### config.mk
export PLATFORM = sky130hd
export DESIGN_NAME = dxil_core
export DESIGN_NICKNAME = d
export VERILOG_FILES = /design/src/hw/dxil_pkg.sv /design/src/hw/dxil_core.sv
export SDC_FILE = /design/constraint.sdc
export NUM_CORES = 1
export LEC_CHECK = 0
export BUFFER_PORTS_ARGS = -buffer_cell sky130_fd_sc_hd__buf_2
export CORE_MARGIN = 5
export CORE_UTILIZATION = 40
export DETAILED_ROUTE_END_ITERATION = 6
export PLACE_DENSITY_LB_ADDON = 0.1
export SLEW_MARGIN = 20
export SYNTH_ARGS = -nofsm -noshare
export SYNTH_HDL_FRONTEND = slang
export SYNTH_SLANG_ARGS = --single-unit
### constraint.sdc
create_clock -name clk -period 5.1 [get_ports clk]
set_input_delay 0.765 -clock clk [delete_from_list [all_inputs] [get_ports clk]]
set_output_delay 0.765 -clock clk [all_outputs]
set_load 0.02 [all_outputs]
### src/hw/dxil_pkg.sv
/*
 * Constants for the extract / bit-field merge / indexed load datapath.
 * Assumes a 32-bit core whose decode hands over whole instruction words.
 */
`default_nettype none
package dxil_pkg;
    localparam logic [5:0]  MAJOR_EXT    = 6'h1F;
    localparam logic [5:0]  FN_EXTRACT   = 6'h38;
    localparam logic [5:0]  FN_MERGE     = 6'h0C;
    localparam logic [5:0]  FN_LOAD_IDX  = 6'h0A;
    localparam logic [4:0]  SUB_EXTR     = 5'h01;
    localparam logic [4:0]  SUB_EXTR_R   = 5'h05;
    localparam logic [4:0]  SUB_EXTR_RS  = 5'h07;
    localparam logic [4:0]  SUB_LBU      = 5'h06;
    localparam logic [4:0]  SUB_LH       = 5'h04;
    localparam logic [4:0]  SUB_LW       = 5'h00;
    localparam int          OVF_BIT      = 23;
    localparam logic [31:0] SAT_POS      = 32'h7FFFFFFF;
    localparam logic [31:0] SAT_NEG      = 32'h80000000;
    localparam logic [32:0] TOP_ONES     = 33'h1FFFFFFFF;
    localparam int          NUM_PAIRS    = 4;

    typedef enum logic [1:0] {
        DXIL_IDLE = 2'b00,
        DXIL_WAIT = 2'b01,
        DXIL_DONE = 2'b11
    } dxil_state_t;

    typedef enum logic [2:0] {
        DXIL_EXC_NONE  = 3'h0,
        DXIL_EXC_RSVD  = 3'h1,
        DXIL_EXC_DSPOFF= 3'h2,
        DXIL_EXC_TREF  = 3'h3,
        DXIL_EXC_TINV  = 3'h4,
        DXIL_EXC_BUS   = 3'h5,
        DXIL_EXC_ADDR  = 3'h6,
        DXIL_EXC_WATCH = 3'h7
    } dxil_exc_t;
endpackage : dxil_pkg
`default_nettype wire

### src/hw/dxil_core.sv
/*
 * Datapath for variable word extract, bit-field merge and indexed loads.
 * Assumes the pipeline holds operands stable while busy is high and that the
 * memory path answers each request once with mem_valid, possibly with a fault.
 */
`timescale 1ns/1ps
`default_nettype none

module dxil_core
    import dxil_pkg::*;
(
    input  wire logic                 clk,
    input  wire logic                 rstn,
    input  wire logic                 issue,
    input  wire logic [31:0]          instr,
    input  wire logic                 dsp_enabled,
    input  wire logic [31:0]          source_operand,
    input  wire logic [31:0]          target_operand,
    input  wire logic [63:0]          pair_value [dxil_pkg::NUM_PAIRS],
    input  wire logic [5:0]           merge_pos,
    input  wire logic [6:0]           merge_size,
    output logic [1:0]                product_sum_pair_select,
    output logic                      mem_req,
    output logic [31:0]               mem_addr,
    output logic [1:0]                mem_size,
    input  wire logic                 mem_valid,
    input  wire logic [31:0]          mem_rdata,
    input  wire logic [2:0]           mem_fault,
    output logic                      busy,
    output logic                      wb_valid,
    output logic [4:0]                wb_dest,
    output logic [31:0]               wb_data,
    output logic                      ovf_set,
    output logic                      exc_valid,
    output dxil_pkg::dxil_exc_t       exc_code
);
    import dxil_pkg::*;

    // ------------------------------------------------------------
    // Decode
    // ------------------------------------------------------------
    wire logic [5:0] f_major = instr[31:26];
    wire logic [5:0] f_func  = instr[5:0];
    wire logic [4:0] f_sub   = instr[10:6];
    wire logic is_ext    = (f_major == MAJOR_EXT);
    wire logic is_extr   = is_ext && f_func == FN_EXTRACT && instr[15:13] == 3'h0 &&
                           (f_sub == SUB_EXTR || f_sub == SUB_EXTR_R || f_sub == SUB_EXTR_RS);
    wire logic is_merge  = is_ext && f_func == FN_MERGE && instr[15:6] == 10'h000;
    wire logic is_load   = is_ext && f_func == FN_LOAD_IDX &&
                           (f_sub == SUB_LBU || f_sub == SUB_LH || f_sub == SUB_LW);
    wire logic is_known  = is_extr || is_merge || is_load;

    // ------------------------------------------------------------
    // Extract arithmetic
    // ------------------------------------------------------------
    wire logic [4:0]  shamt = source_operand[4:0];
    wire logic [1:0]  pair  = instr[12:11];
    assign product_sum_pair_select = pair;
    // Pairs are read only; nothing here writes an accumulator
    wire logic [63:0] acc   = pair_value[pair];

    // Arithmetic shift of {acc,0} by shamt equals the helper's form for all shifts
    wire logic signed [64:0] acc_ext = {acc, 1'b0};
    wire logic [64:0] shv   = 65'(acc_ext >>> shamt);
    wire logic [64:0] rnd   = shv + 65'h1;

    function automatic logic mixed_top(input logic [64:0] v);
        mixed_top = (v[64:32] != 33'h0) && (v[64:32] != TOP_ONES);
    endfunction : mixed_top

    wire logic ovf_pre  = mixed_top(shv);
    wire logic ovf_rnd  = mixed_top(rnd);
    wire logic [31:0] sat_val = rnd[64] ? SAT_NEG : SAT_POS;
    wire logic [31:0] extr_res =
        (f_sub == SUB_EXTR)   ? shv[32:1] :
        (f_sub == SUB_EXTR_R) ? rnd[32:1] :
        (ovf_rnd ? sat_val : rnd[32:1]);

    // ------------------------------------------------------------
    // Bit-field merge
    // ------------------------------------------------------------
    // Out-of-range pos/size yield whatever the mask gives, never a hang
    wire logic [6:0]  top_excl = 7'(merge_pos + 7'(merge_size));
    wire logic [63:0] upper_m  = (64'h1 << top_excl) - 64'h1;
    wire logic [63:0] lower_m  = (64'h1 << merge_pos) - 64'h1;
    wire logic [31:0] field_m  = upper_m[31:0] & ~lower_m[31:0];
    wire logic [31:0] src_sh   = 32'({32'h0, source_operand} << merge_pos);
    wire logic [31:0] merge_res = (target_operand & ~field_m) | (src_sh & field_m);

    // ------------------------------------------------------------
    // Indexed load address and alignment
    // ------------------------------------------------------------
    wire logic [31:0] eff_addr = source_operand + target_operand;
    wire logic misalign = (f_sub == SUB_LH && eff_addr[0]) ||
                          (f_sub == SUB_LW && eff_addr[1:0] != 2'h0);

    // ------------------------------------------------------------
    // Control
    // ------------------------------------------------------------
    dxil_state_t state_reg;
    dxil_state_t state_next;
    logic [4:0]  ldsub_reg;
    logic [4:0]  lddst_reg;

    wire logic start_ok  = issue && state_reg == DXIL_IDLE;
    wire logic go_load   = start_ok && dsp_enabled && is_load && !misalign;

    always_comb begin
        state_next = state_reg;
        case (state_reg)
            DXIL_IDLE: if (go_load) state_next = DXIL_WAIT;
            DXIL_WAIT: if (mem_valid) state_next = DXIL_DONE;
            DXIL_DONE: state_next = DXIL_IDLE;
            default:   state_next = DXIL_IDLE;
        endcase
    end

    assign busy    = state_reg != DXIL_IDLE;
    assign mem_req = state_reg == DXIL_WAIT;

    wire logic [31:0] load_res =
        (ldsub_reg == SUB_LBU) ? {24'h0, mem_rdata[7:0]} :
        (ldsub_reg == SUB_LH)  ? {{16{mem_rdata[15]}}, mem_rdata[15:0]} :
        mem_rdata;

    wire dxil_exc_t start_exc =
        !is_known     ? DXIL_EXC_RSVD :
        !dsp_enabled  ? DXIL_EXC_DSPOFF :
        (is_load && misalign) ? DXIL_EXC_ADDR : DXIL_EXC_NONE;

    always_ff @(posedge clk or negedge rstn) begin
        if (!rstn) begin
            state_reg <= DXIL_IDLE;
            ldsub_reg <= 5'h0;
            lddst_reg <= 5'h0;
            mem_addr  <= 32'h0;
            mem_size  <= 2'h0;
            wb_valid  <= 1'b0;
            wb_dest   <= 5'h0;
            wb_data   <= 32'h0;
            ovf_set   <= 1'b0;
            exc_valid <= 1'b0;
            exc_code  <= DXIL_EXC_NONE;
        end else begin
            state_reg <= state_next;
            wb_valid  <= 1'b0;
            ovf_set   <= 1'b0;
            exc_valid <= 1'b0;
            if (start_ok) begin
                if (start_exc != DXIL_EXC_NONE) begin
                    exc_valid <= 1'b1;
                    exc_code  <= start_exc;
                end else if (is_extr) begin
                    wb_valid <= 1'b1;
                    wb_dest  <= instr[20:16];
                    wb_data  <= extr_res;
                    ovf_set  <= ovf_pre || ovf_rnd;
                end else if (is_merge) begin
                    wb_valid <= 1'b1;
                    wb_dest  <= instr[20:16];
                    wb_data  <= merge_res;
                end else begin
                    ldsub_reg <= f_sub;
                    lddst_reg <= instr[15:11];
                    mem_addr  <= eff_addr;
                    mem_size  <= (f_sub == SUB_LBU) ? 2'h0 : (f_sub == SUB_LH) ? 2'h1 : 2'h2;
                end
            end else if (state_reg == DXIL_WAIT && mem_valid) begin
                if (mem_fault != 3'h0) begin
                    exc_valid <= 1'b1;
                    exc_code  <= dxil_exc_t'(mem_fault);
                end else begin
                    wb_valid <= 1'b1;
                    wb_dest  <= lddst_reg;
                    wb_data  <= load_res;
                end
            end
        end
    end

    // ------------------------------------------------------------
    // Elaboration check
    // ------------------------------------------------------------
    // The selector field is two bits wide, so exactly four pairs can be served
    if (NUM_PAIRS != 4) begin : g_pairs_check
        $error("pair count must be four");
    end
endmodule : dxil_core

`default_nettype wire

# Word level (Yosys, flattened, before mapping)
# Index checks and enable logic that the tools add are counted.
[totals]
register_bits = 89
inputBits = 405
out_inout_bits = 81
word_cells = 139
[classes]
n_addsub = 5
magnitude_cmp = 1
n_eq_ne = 20
n_shift = 4
n_mux = 46
bitwise_logic = 10
reduce_logical = 42
[op_table]
columns = ["cell", "n"]
rows = [
  ["$mux W32", 12],
  ["$bmux W64 S2", 1],
  ["$mux W64", 2],
  ["$and A32 B32 Y32", 3],
  ["$ne A33 B33 Y1 const B", 2],
  ["$reduce_bool A33 Y1", 2],
  ["$add A65 B1 Y65 const B", 1],
  ["$sshr A65 B5 Y65", 1],
  ["$not A32 Y32", 2],
  ["$sub A32 B1 Y32 const B", 2],
  ["$add A32 B32 Y32", 1],
  ["$or A32 B32 Y32", 1],
  ["$shl A1 B6 Y32 const A", 1],
  ["$shl A1 B7 Y32 const A", 1],
  ["$shl A32 B6 Y32", 1],
  ["$eq A5 B3 Y1 const B", 6],
  ["$mux W5", 6],
  ["$mux W3", 7],
  ["$logic_and A1 B1 Y1", 17],
  ["$mux W1", 13],
  ["$eq A6 B4 Y1 const B", 2],
  ["$logic_not A10 Y1", 1],
  ["$logic_or A1 B1 Y1", 8],
  ["$mux W2", 4],
  ["other kinds (21)", 31],
]

# Logic depth before layout (Yosys ltp)
# Gate-level depths: netlist of the first run.
[depth]
depth_word = 14
ltp_mapped = 28
mapped_depth_nobuf = 24

# Worst setup path after synthesis of the first run
# No wires, ideal clock.
[synth_path]
kind = "input to register"
start = "input instr[11]"
end = "register wb_data[10]"
setup_ps = 126
t_arrival_ps = 6032
required_time_ps = 4974
path_slack_ps = -1058
path_stages = 21
n_path_buf = 4
cell_sequence = "inv_2 buf_4 buf_1 clkbuf_1 mux4_2 mux2_2 o221ai_1 a211oi_1 a21oi_1 and3_1 nand4_2 nor4_1 mux2_2 or3_1 or4b_1 o21ai_2 buf_4 a21boi_1 o22ai_1 a221oi_1 nor2_1"
[synth_between]
elab_chain_len = 14
word_cells_on_any_way = 25
classes_between = "add/sub: 1; eq/ne: 3; shift: 1; mux: 11; bitwise: 1; reduce/logical: 8"
[synth_rtl]
columns = ["element", "line_no", "text"]
rows = [
  ["start, declared", "dxil_core.sv:15", "input wire logic [31:0] instr,"],
  ["$not A2 Y3 (not written as such)", "dxil_core.sv:60", "wire logic [63:0] acc = pair_value[pair];"],
  ["$bmux W64 S2", "dxil_core.sv:60", ""],
  ["$mux W64 (not written as such) (2 in a row)", "dxil_core.sv:60", ""],
  ["$sshr A65 B5 Y65", "dxil_core.sv:64", "wire logic [64:0] shv = 65'(acc_ext >>> shamt);"],
  ["$add A65 B1 Y65", "dxil_core.sv:65", "wire logic [64:0] rnd = shv + 65'h1;"],
  ["$ne A33 B33 Y1 / $reduce_bool A33 Y1 (equally long branches)", "dxil_core.sv:68", "mixed_top = (v[64:32] != 33'h0) && (v[64:32] != TOP_ONES);"],
  ["$logic_and A1 B1 Y1", "dxil_core.sv:68", ""],
  ["$mux W32", "dxil_core.sv:77", "(ovf_rnd ? sat_val : rnd[32:1]);"],
  ["$mux W32", "dxil_core.sv:76", "(f_sub == SUB_EXTR_R) ? rnd[32:1] :"],
  ["$mux W32", "dxil_core.sv:75", "(f_sub == SUB_EXTR) ? shv[32:1] :"],
  ["$mux W32", "dxil_core.sv:153", "end else if (is_extr) begin"],
  ["$mux W32", "dxil_core.sv:150", "if (start_exc != DXIL_EXC_NONE) begin"],
  ["$mux W32", "dxil_core.sv:149", "if (start_ok) begin"],
  ["end signal, assigned", "dxil_core.sv:156", "wb_data <= extr_res;"],
  ["end signal, assigned", "dxil_core.sv:161", "wb_data <= merge_res;"],
  ["end signal, assigned", "dxil_core.sv:175", "wb_data <= load_res;"],
  ["end, declared", "dxil_core.sv:32", "output logic [31:0] wb_data,"],
]
# Parallel ways exist; a longest one is shown, timed or not. The select of a mux whose other input is x is not followed.
# A chain may end at the register's enable or synchronous reset.

# Worst setup path after layout of the first run
[layout_path]
start = "input instr[12]"
end = "register wb_data[7]"
# Same word-level chain as after synthesis.

==> results.py, run 1 <==
metrics = {
    "status": {
        "status": "finished with violations",
        "violations": "DRC, setup timing",
    },
    "floorplanning": {
        "core_area_um2": 49970,
        "die_h_um": 234.5,
        "die-area_um2": 54990,
        "rows": 82,
        "initial_core_util_pct": 40.34,
        "die_w_um": 234.5,
        "num_io_pins": 486,
    },
    "critical_path": {
        "regToRegStartpoint": "ldsub_reg[0]",
        "r2r_slack_ps": 2070,
        "critPathLaunch": "instr[12]",
        "start_kind": "input port",
        "critPathArrivalTime_ps": 6320,
        "worstPathRequired_ps": 5400,
        "crit_type": "input port to flop",
        "r2r_end": "wb_data[18]",
        "r2r_cells": 9,
        "worstPathMaxFanout": 8,
        "endpoint_kind": "flop",
    },
    "synth": {
        "synth.largest_area_cell": "mux4_2",
        "synth_area_leaders": "mux4_2 (18%), dfrtp_1 (11%), mux2i_1 (8.2%)",
        "async_flop_share_pct": 100.0,
        "synthXorXnorAreaFrac_pct": 2.607,
        "synth_top_family_by_area": "multiplexers",
        "syn_area_um2": 20160,
        "synth_adder_area_share_pct": 2.681,
        "synth_edf_count": 0,
        "syn_inst": 2482,
        "synthMuxAreaShare_pct": 32.65,
        "ys_top_cells_by_count": "nand2_1 (271), nor2_1 (207), o21ai_0 (181)",
        "yosysWarningCount": 0,
        "ys_ff_latch": 89,
        "yosys.area_share.simple_pct": 20.72,
        "syn_area_per_cell_um2": 8.122,
        "ys_types": 101,
        "ys_seq_area_share_pct": 11.05,
        "synth-main-ff-cell": "dfrtp_1",
        "yosys.area.top_type_share_pct": 17.65,
        "yosysMostFrequentCell": "nand2_1",
        "synth-compound-area-share_pct": 24.68,
        "syn_nets": 2929,
    },
    "global_routing": {
        "antenna_found_initial": 7,
        "grt_max_degree": 63,
        "overflow": 0,
        "grt_pass1_wl_mm": 165.0,
        "grtUsageTotal_pct": 39.09,
        "grt_pass1_vias": 26620,
    },
    "min_path": {
        "hp-class": "input port to async pin",
    },
    "routing": {
        "wl_met3_mm": 9.654,
        "drtPass1Iterations": 7,
        "wl_met2_mm": 51.22,
        "wire_per_inst_um": 26.32,
        "met1_length_mm": 45.88,
        "routed.top_layer": "met4",
        "drc_errors": 4,
        "viasPerCell": 6.263,
        "routed_wirelength_mm": 113.0,
        "vias": 26890,
        "drtIter0Drc": 2985,
        "ant_nets": 0,
    },
    "placement": {
        "place_ws_ps": -1892,
        "dp.cells": 4180,
        "gp_congestion": 1.021,
        "hpwl_mm": 93.93,
        "io_buffers": 480,
        "dpl_cell_area_um2": 28240,
    },
    "sta": {
        "finalCritPeriodShare_pct": 117.9,
        "clock_skew_ps": 12.65,
        "max_slew_margin_pct": 27.96,
        "setup_viol": 33,
        "tightest_slew_ps": 1069,
        "fin_ws_ps": -914.0,
        "rsz0062_at_grt": "true",
        "max_clock_freq_ghz": 0.1663,
        "fin_crit_ps": 6014,
        "fin_hold_ws_ps": 357.5,
        "drv_slew": 0,
        "finalHoldViolCount": 0,
    },
    "clocking": {
        "cts_buffers": 9,
        "clk_pin_slew_ps": 80,
        "cts.sink_count": 89,
        "htree_levels": 3,
        "cts_hold_buf": 0,
        "root_buffer": "clkbuf_16",
        "clock_latency_ps": 380,
        "cts_tree": "done",
        "max-clock-path-buffers": 2,
    },
    "cells_and_area": {
        "drive_above_1_share_pct": 49.05,
        "largest_registers": "mem_addr: 32 flops, wb_data: 32 flops",
        "stdcell_area_um2": 30500,
        "fin_nets": 4055,
        "area_growth_pct": 51.33,
        "fin_util_pct": 61.05,
        "fin_cells": 4293,
    },
    "power": {
        "ir_drop_uv": 193.1,
        "power_leakage_nw": 14.02,
        "p_per_area_nw_per_um2": 170.5,
    },
    "run": {
        "cap_violations": 0,
    },
}
final cells by class:
type / instances / area (um^2)
timing repair buffer: 1299 / 9106
multi-input combinational: 2159 / 17830
sequential: 89 / 2227
antenna: 8 / 20.02
clock inverter: 7 / 71.32
inverter: 50 / 187.7
tap: 672 / 840.8
clock buffer: 9 / 225.2
fill: 4441 / 19460
through the flow:
stage,TNS (ps),power [mW]
after floorplan,-20270,2.395
final,-26250,5.201
after detailed placement,-47810,4.097
after global routing,-29860,5.407
after CTS,-20890,5.008
after global placement,-42180,4.063
cell families (layout without fill, tap and decap cells):
group,Yosys count,after routing
buffers and inverters,234,1365
flip-flops,89,89
multiplexers,445,445
AO/OA/AOI/OAI,755,755
other,0,8
XOR/XNOR,60,60
adder cells (fa/ha/maj),42,42
AND/OR/NAND/NOR,857,857
worst max-delay path, stage by stage:
cell and delay [ps]:
clkbuf_16 140, buf_12 150, buf_16 160, buf_16 150, mux2i_1 110, mux4_2 540
buf_6 150, a222oi_1 500, buf_4 210, buf_6 120, mux2_2 220, a31oi_1 150
or4_1 570, nor2_2 130, buf_4 130, and3_1 190, a21oi_1 110, nor4_1 280
nand4_1 170, nor4_4 330, a21o_4 220, buf_6 140, nand2_1 90, a221oi_2 310
o31ai_1 110, o21ai_1 120
power by group:
group / internal (mW) / total (mW) / switching (mW)
Clock: 0.345 / 0.703 / 0.359
Combinational: 1.80 / 3.79 / 1.98
Sequential: 0.708 / 0.709 / 0.00153
worst max-delay path by stage:
stage	to	slack (ps)	cells after the start
after global placement	wb_data[5]	-1770	25
after CTS	wb_data[5]	-770	23
final	wb_data[7]	-910	26
after detailed placement	wb_data[5]	-1890	25
after global routing	wb_data[7]	-1040	24
after floorplan	wb_data[10]	-780	21
layout by cell type (no fill, tap or decap), types with 15 or more instances in the layout:
master / Yosys / routed
buf_12: 4 / 16
a21oi_1: 150 / 127
o211ai_1: 27 / 27
buf_2: 21 / 477
o31ai_1: 27 / 25
or2_2: 16 / 16
xor2_1: 19 / 18
a221oi_1: 20 / 16
nand4_1: 24 / 24
a211oi_1: 30 / 25
buf_6: 10 / 25
o21ai_0: 181 / 168
dfrtp_1: 89 / 89
and2_1: 24 / 24
a21oi_2: 0 / 18
nor4_1: 35 / 23
o21ai_1: 22 / 30
mux4_2: 158 / 158
nor2_1: 207 / 202
buf_4: 13 / 767
o21a_1: 26 / 25
nand3_1: 69 / 65
nand2_1: 271 / 267
or3_1: 21 / 17
a31oi_1: 38 / 32
a21o_1: 15 / 15
ha_1: 40 / 39
o22ai_1: 39 / 37
xnor2_1: 41 / 36
and3_1: 30 / 29
nor3_1: 68 / 55
mux2i_1: 166 / 153
mux2_2: 108 / 100
nor2b_1: 18 / 15
inv_1: 46 / 43
repair_timing:
item / in CTS / in global routing
pin swaps: 54 / 40
gates cloned: 8 / 2
gates resized for setup: 135 / 95
endpoints found under the setup margin: 33 / 36
setup buffers: 60 / 22
layer usage:
layer	up-vias	track usage, %
met5	-	0
met1	12910	51.99
met4	0	19.14
li1	12010	-
met2	1664	63.00
met3	306	5.174
No activity file was read; power rests on OpenSTA's default activity.
==> inputs of run 2 (changes only) <==
--- a/config.mk
+++ b/config.mk
@@ -7,4 +7,5 @@
 export LEC_CHECK = 0
 export BUFFER_PORTS_ARGS = -buffer_cell sky130_fd_sc_hd__buf_2
+export CORE_ASPECT_RATIO = 0.75
 export CORE_MARGIN = 5
 export CORE_UTILIZATION = 40
==> constraint.sdc (replaced) <==
create_clock -name clk -period 5.1 [get_ports clk]
set_input_delay 0.765 -clock clk [delete_from_list [all_inputs] [get_ports clk]]
set_output_delay 0.765 -clock clk [all_outputs]
set_load 0.01 [all_outputs]
==> results.py, run 2 (synthesis results as in run 1) <==
metrics = {
    "sta": {
        "drv_slew": 0,
        "clock_skew_ps": 14.90,
        "fin_crit_ps": 5957,
        "max_clock_freq_ghz": 0.1679,
        "finalCritPeriodShare_pct": 116.8,
        "fin_ws_ps": -857.0,
        "finalHoldViolCount": 0,
        "tns_ps": -25660,
        "rsz0062_at_grt": "true",
        "setup_viol": 33,
        "tightest_slew_ps": 1056,
        "fin_hold_ws_ps": 466.4,
        "max_slew_margin_pct": 28.88,
    },
    "critical_path": {
        "endpoint_kind": "flop",
        "crit_type": "input port to flop",
        "start_kind": "input port",
        "critPathArrivalTime_ps": 6250,
        "worstPathCellList": "clkbuf_16 -> buf_16 -> mux2i_2 -> mux4_2 -> buf_4 -> mux4_2 -> buf_4 -> a222oi_1 -> nand2_1 -> or3b_4 -> or3_4 -> o21a_1 -> or2_1 -> or4b_4 -> nor4_4 -> a21o_4 -> buf_6 -> a21boi_2 -> o22ai_1 -> a221oi_1 -> nor2_1",
        "cp_num_buf_inv": 5,
        "worstPathRequired_ps": 5400,
        "worstPathMaxFanout": 8,
        "critical-path-top-delay-family": "simple AND/OR/NAND/NOR gates",
        "max_stage_delay_ps": 550,
        "r2r_slack_ps": 2240,
        "cp_slowest_cell": "or4b_4",
    },
    "cells_and_area": {
        "fin_nets": 3984,
        "area_growth_pct": 47.81,
        "final_cell_mix": "buf_4 (694), buf_2 (476), nand2_1 (266)",
        "fillCellCount": 4592,
        "fin_util_pct": 59.58,
        "final_common_cell": "buf_4",
        "drive_above_1_share_pct": 47.46,
        "largest_registers": "mem_addr: 32 flops, wb_data: 32 flops",
    },
    "placement": {
        "io_buffers": 480,
        "place_ws_ps": -1365,
        "gp_congestion": 1.039,
        "hpwl_mm": 91.88,
    },
    "clocking": {
        "cts_buffers": 9,
        "cts_tree": "done",
        "htree_levels": 3,
        "cts.sink_count": 89,
        "clk_pin_slew_ps": 80,
        "root_buffer": "clkbuf_16",
        "max-clock-path-buffers": 2,
        "cts_hold_buf": 0,
        "clock_latency_ps": 370,
    },
    "floorplanning": {
        "die_w_um": 269.2,
        "die-area_um2": 55030,
        "num_io_pins": 486,
        "core_area_um2": 50010,
        "rows": 71,
        "initial_core_util_pct": 40.30,
        "die_h_um": 204.4,
    },
    "power": {
        "p_per_area_nw_per_um2": 172.2,
        "power_leakage_nw": 13.56,
        "ir_drop_uv": 164.9,
        "switchingPower_mw": 2.343,
        "intPower_mw": 2.789,
        "seqPwrFrac_pct": 13.8,
        "combPwrFrac_pct": 72.0,
        "sw_frac_of_total_pct": 45.65,
        "clockPowerShare_pct": 14.1,
    },
    "routing": {
        "drtPass1Iterations": 6,
        "drc_errors": 0,
        "ant_nets": 0,
        "wire_per_inst_um": 26.76,
        "wl_met3_mm": 12.30,
        "viasPerCell": 6.447,
        "routed_wirelength_mm": 112.4,
        "drtIter0Drc": 3120,
        "routed.top_layer": "met5",
        "wl_met2_mm": 49.74,
        "met1_length_mm": 46.97,
        "vias": 27090,
    },
    "global_routing": {
        "grt_pass1_vias": 26260,
        "grtUsageTotal_pct": 38.41,
        "grt_max_degree": 64,
        "antenna_found_initial": 7,
        "grt_pass1_wl_mm": 164.3,
        "overflow": 0,
    },
    "run": {
        "cap_violations": 0,
    },
    "min_path": {
        "hp-class": "input port to async pin",
    },
    "status": {
        "status": "finished with violations",
        "violations": "setup timing",
    },
}
## run 2: path summary, 6_finish.rpt
kind / end / start / cells past startpoint
setup / recovery: wb_data[10] / instr[12] / 21
hold / removal: mem_addr[30] / rstn / 1
setup reg to reg: wb_data[18] / state_reg[1] / 9
hold reg to reg: mem_addr[17] / mem_addr[17] / 2
max in group asynchronous: mem_addr[5] / rstn / 2
min in group clk: mem_addr[17] / mem_addr[17] / 2
## run 2: metal layers
layer / GRT usage (%) / up-vias
met5: 0 / -
met4: 9.741 / 10
met3: 9.858 / 241
met2: 60.74 / 1651
met1: 52.87 / 13320
li1: - / 11870
## run 2: power by group through the flow
stage | Sequential (mW) | Clock (mW) | Combinational (mW)
final | 0.709 | 0.726 | 3.70
after detailed placement | 0.723 | 0 | 3.35
after CTS | 0.709 | 0.730 | 3.50
after global routing | 0.710 | 0.759 | 3.87
after floorplan | 0.725 | 0 | 1.67
after global placement | 0.723 | 0 | 3.33
## run 2: cell type report
type                    instances  area (um^2)  area share (%)
diodes                          3        7.507         0.02520
clock buffers                   9        225.2          0.7559
clock inverters                 7        81.33          0.2729
inverters                      50        192.7          0.6467
multi-input cells            2159        17570           58.98
flip-flops and latches         89         2227           7.475
well taps                     657        822.0           2.759
repair buffers               1228         8666           29.08
## run 2: worst reg2reg max path, stage by stage (launching register included)
cell,delay (ps)
dfrtp_1,390
nor2_1,160
nand2_1,540
nor3_1,350
buf_4,220
a21oi_2,50
inv_1,410
o311ai_0,270
a31oi_1,220
a311oi_1,60
## run 2: through the flow
stage / cells / cell area (um^2) / power, mW
global placement: 4122 / 27960 / 4.049
finish: 4202 / 29800 / 5.132
CTS: 4181 / 29230 / 4.941
floorplan: 2482 / 20300 / 2.392
detailed placement: 4122 / 27960 / 4.070
global route: 4199 / 29790 / 5.340
## run 2: repair_timing
item,in CTS,in global routing
gates resized for setup,110,75
setup endpoints to repair,33,37
pin swaps,35,35
gates cloned,7,4
buffers inserted,37,14
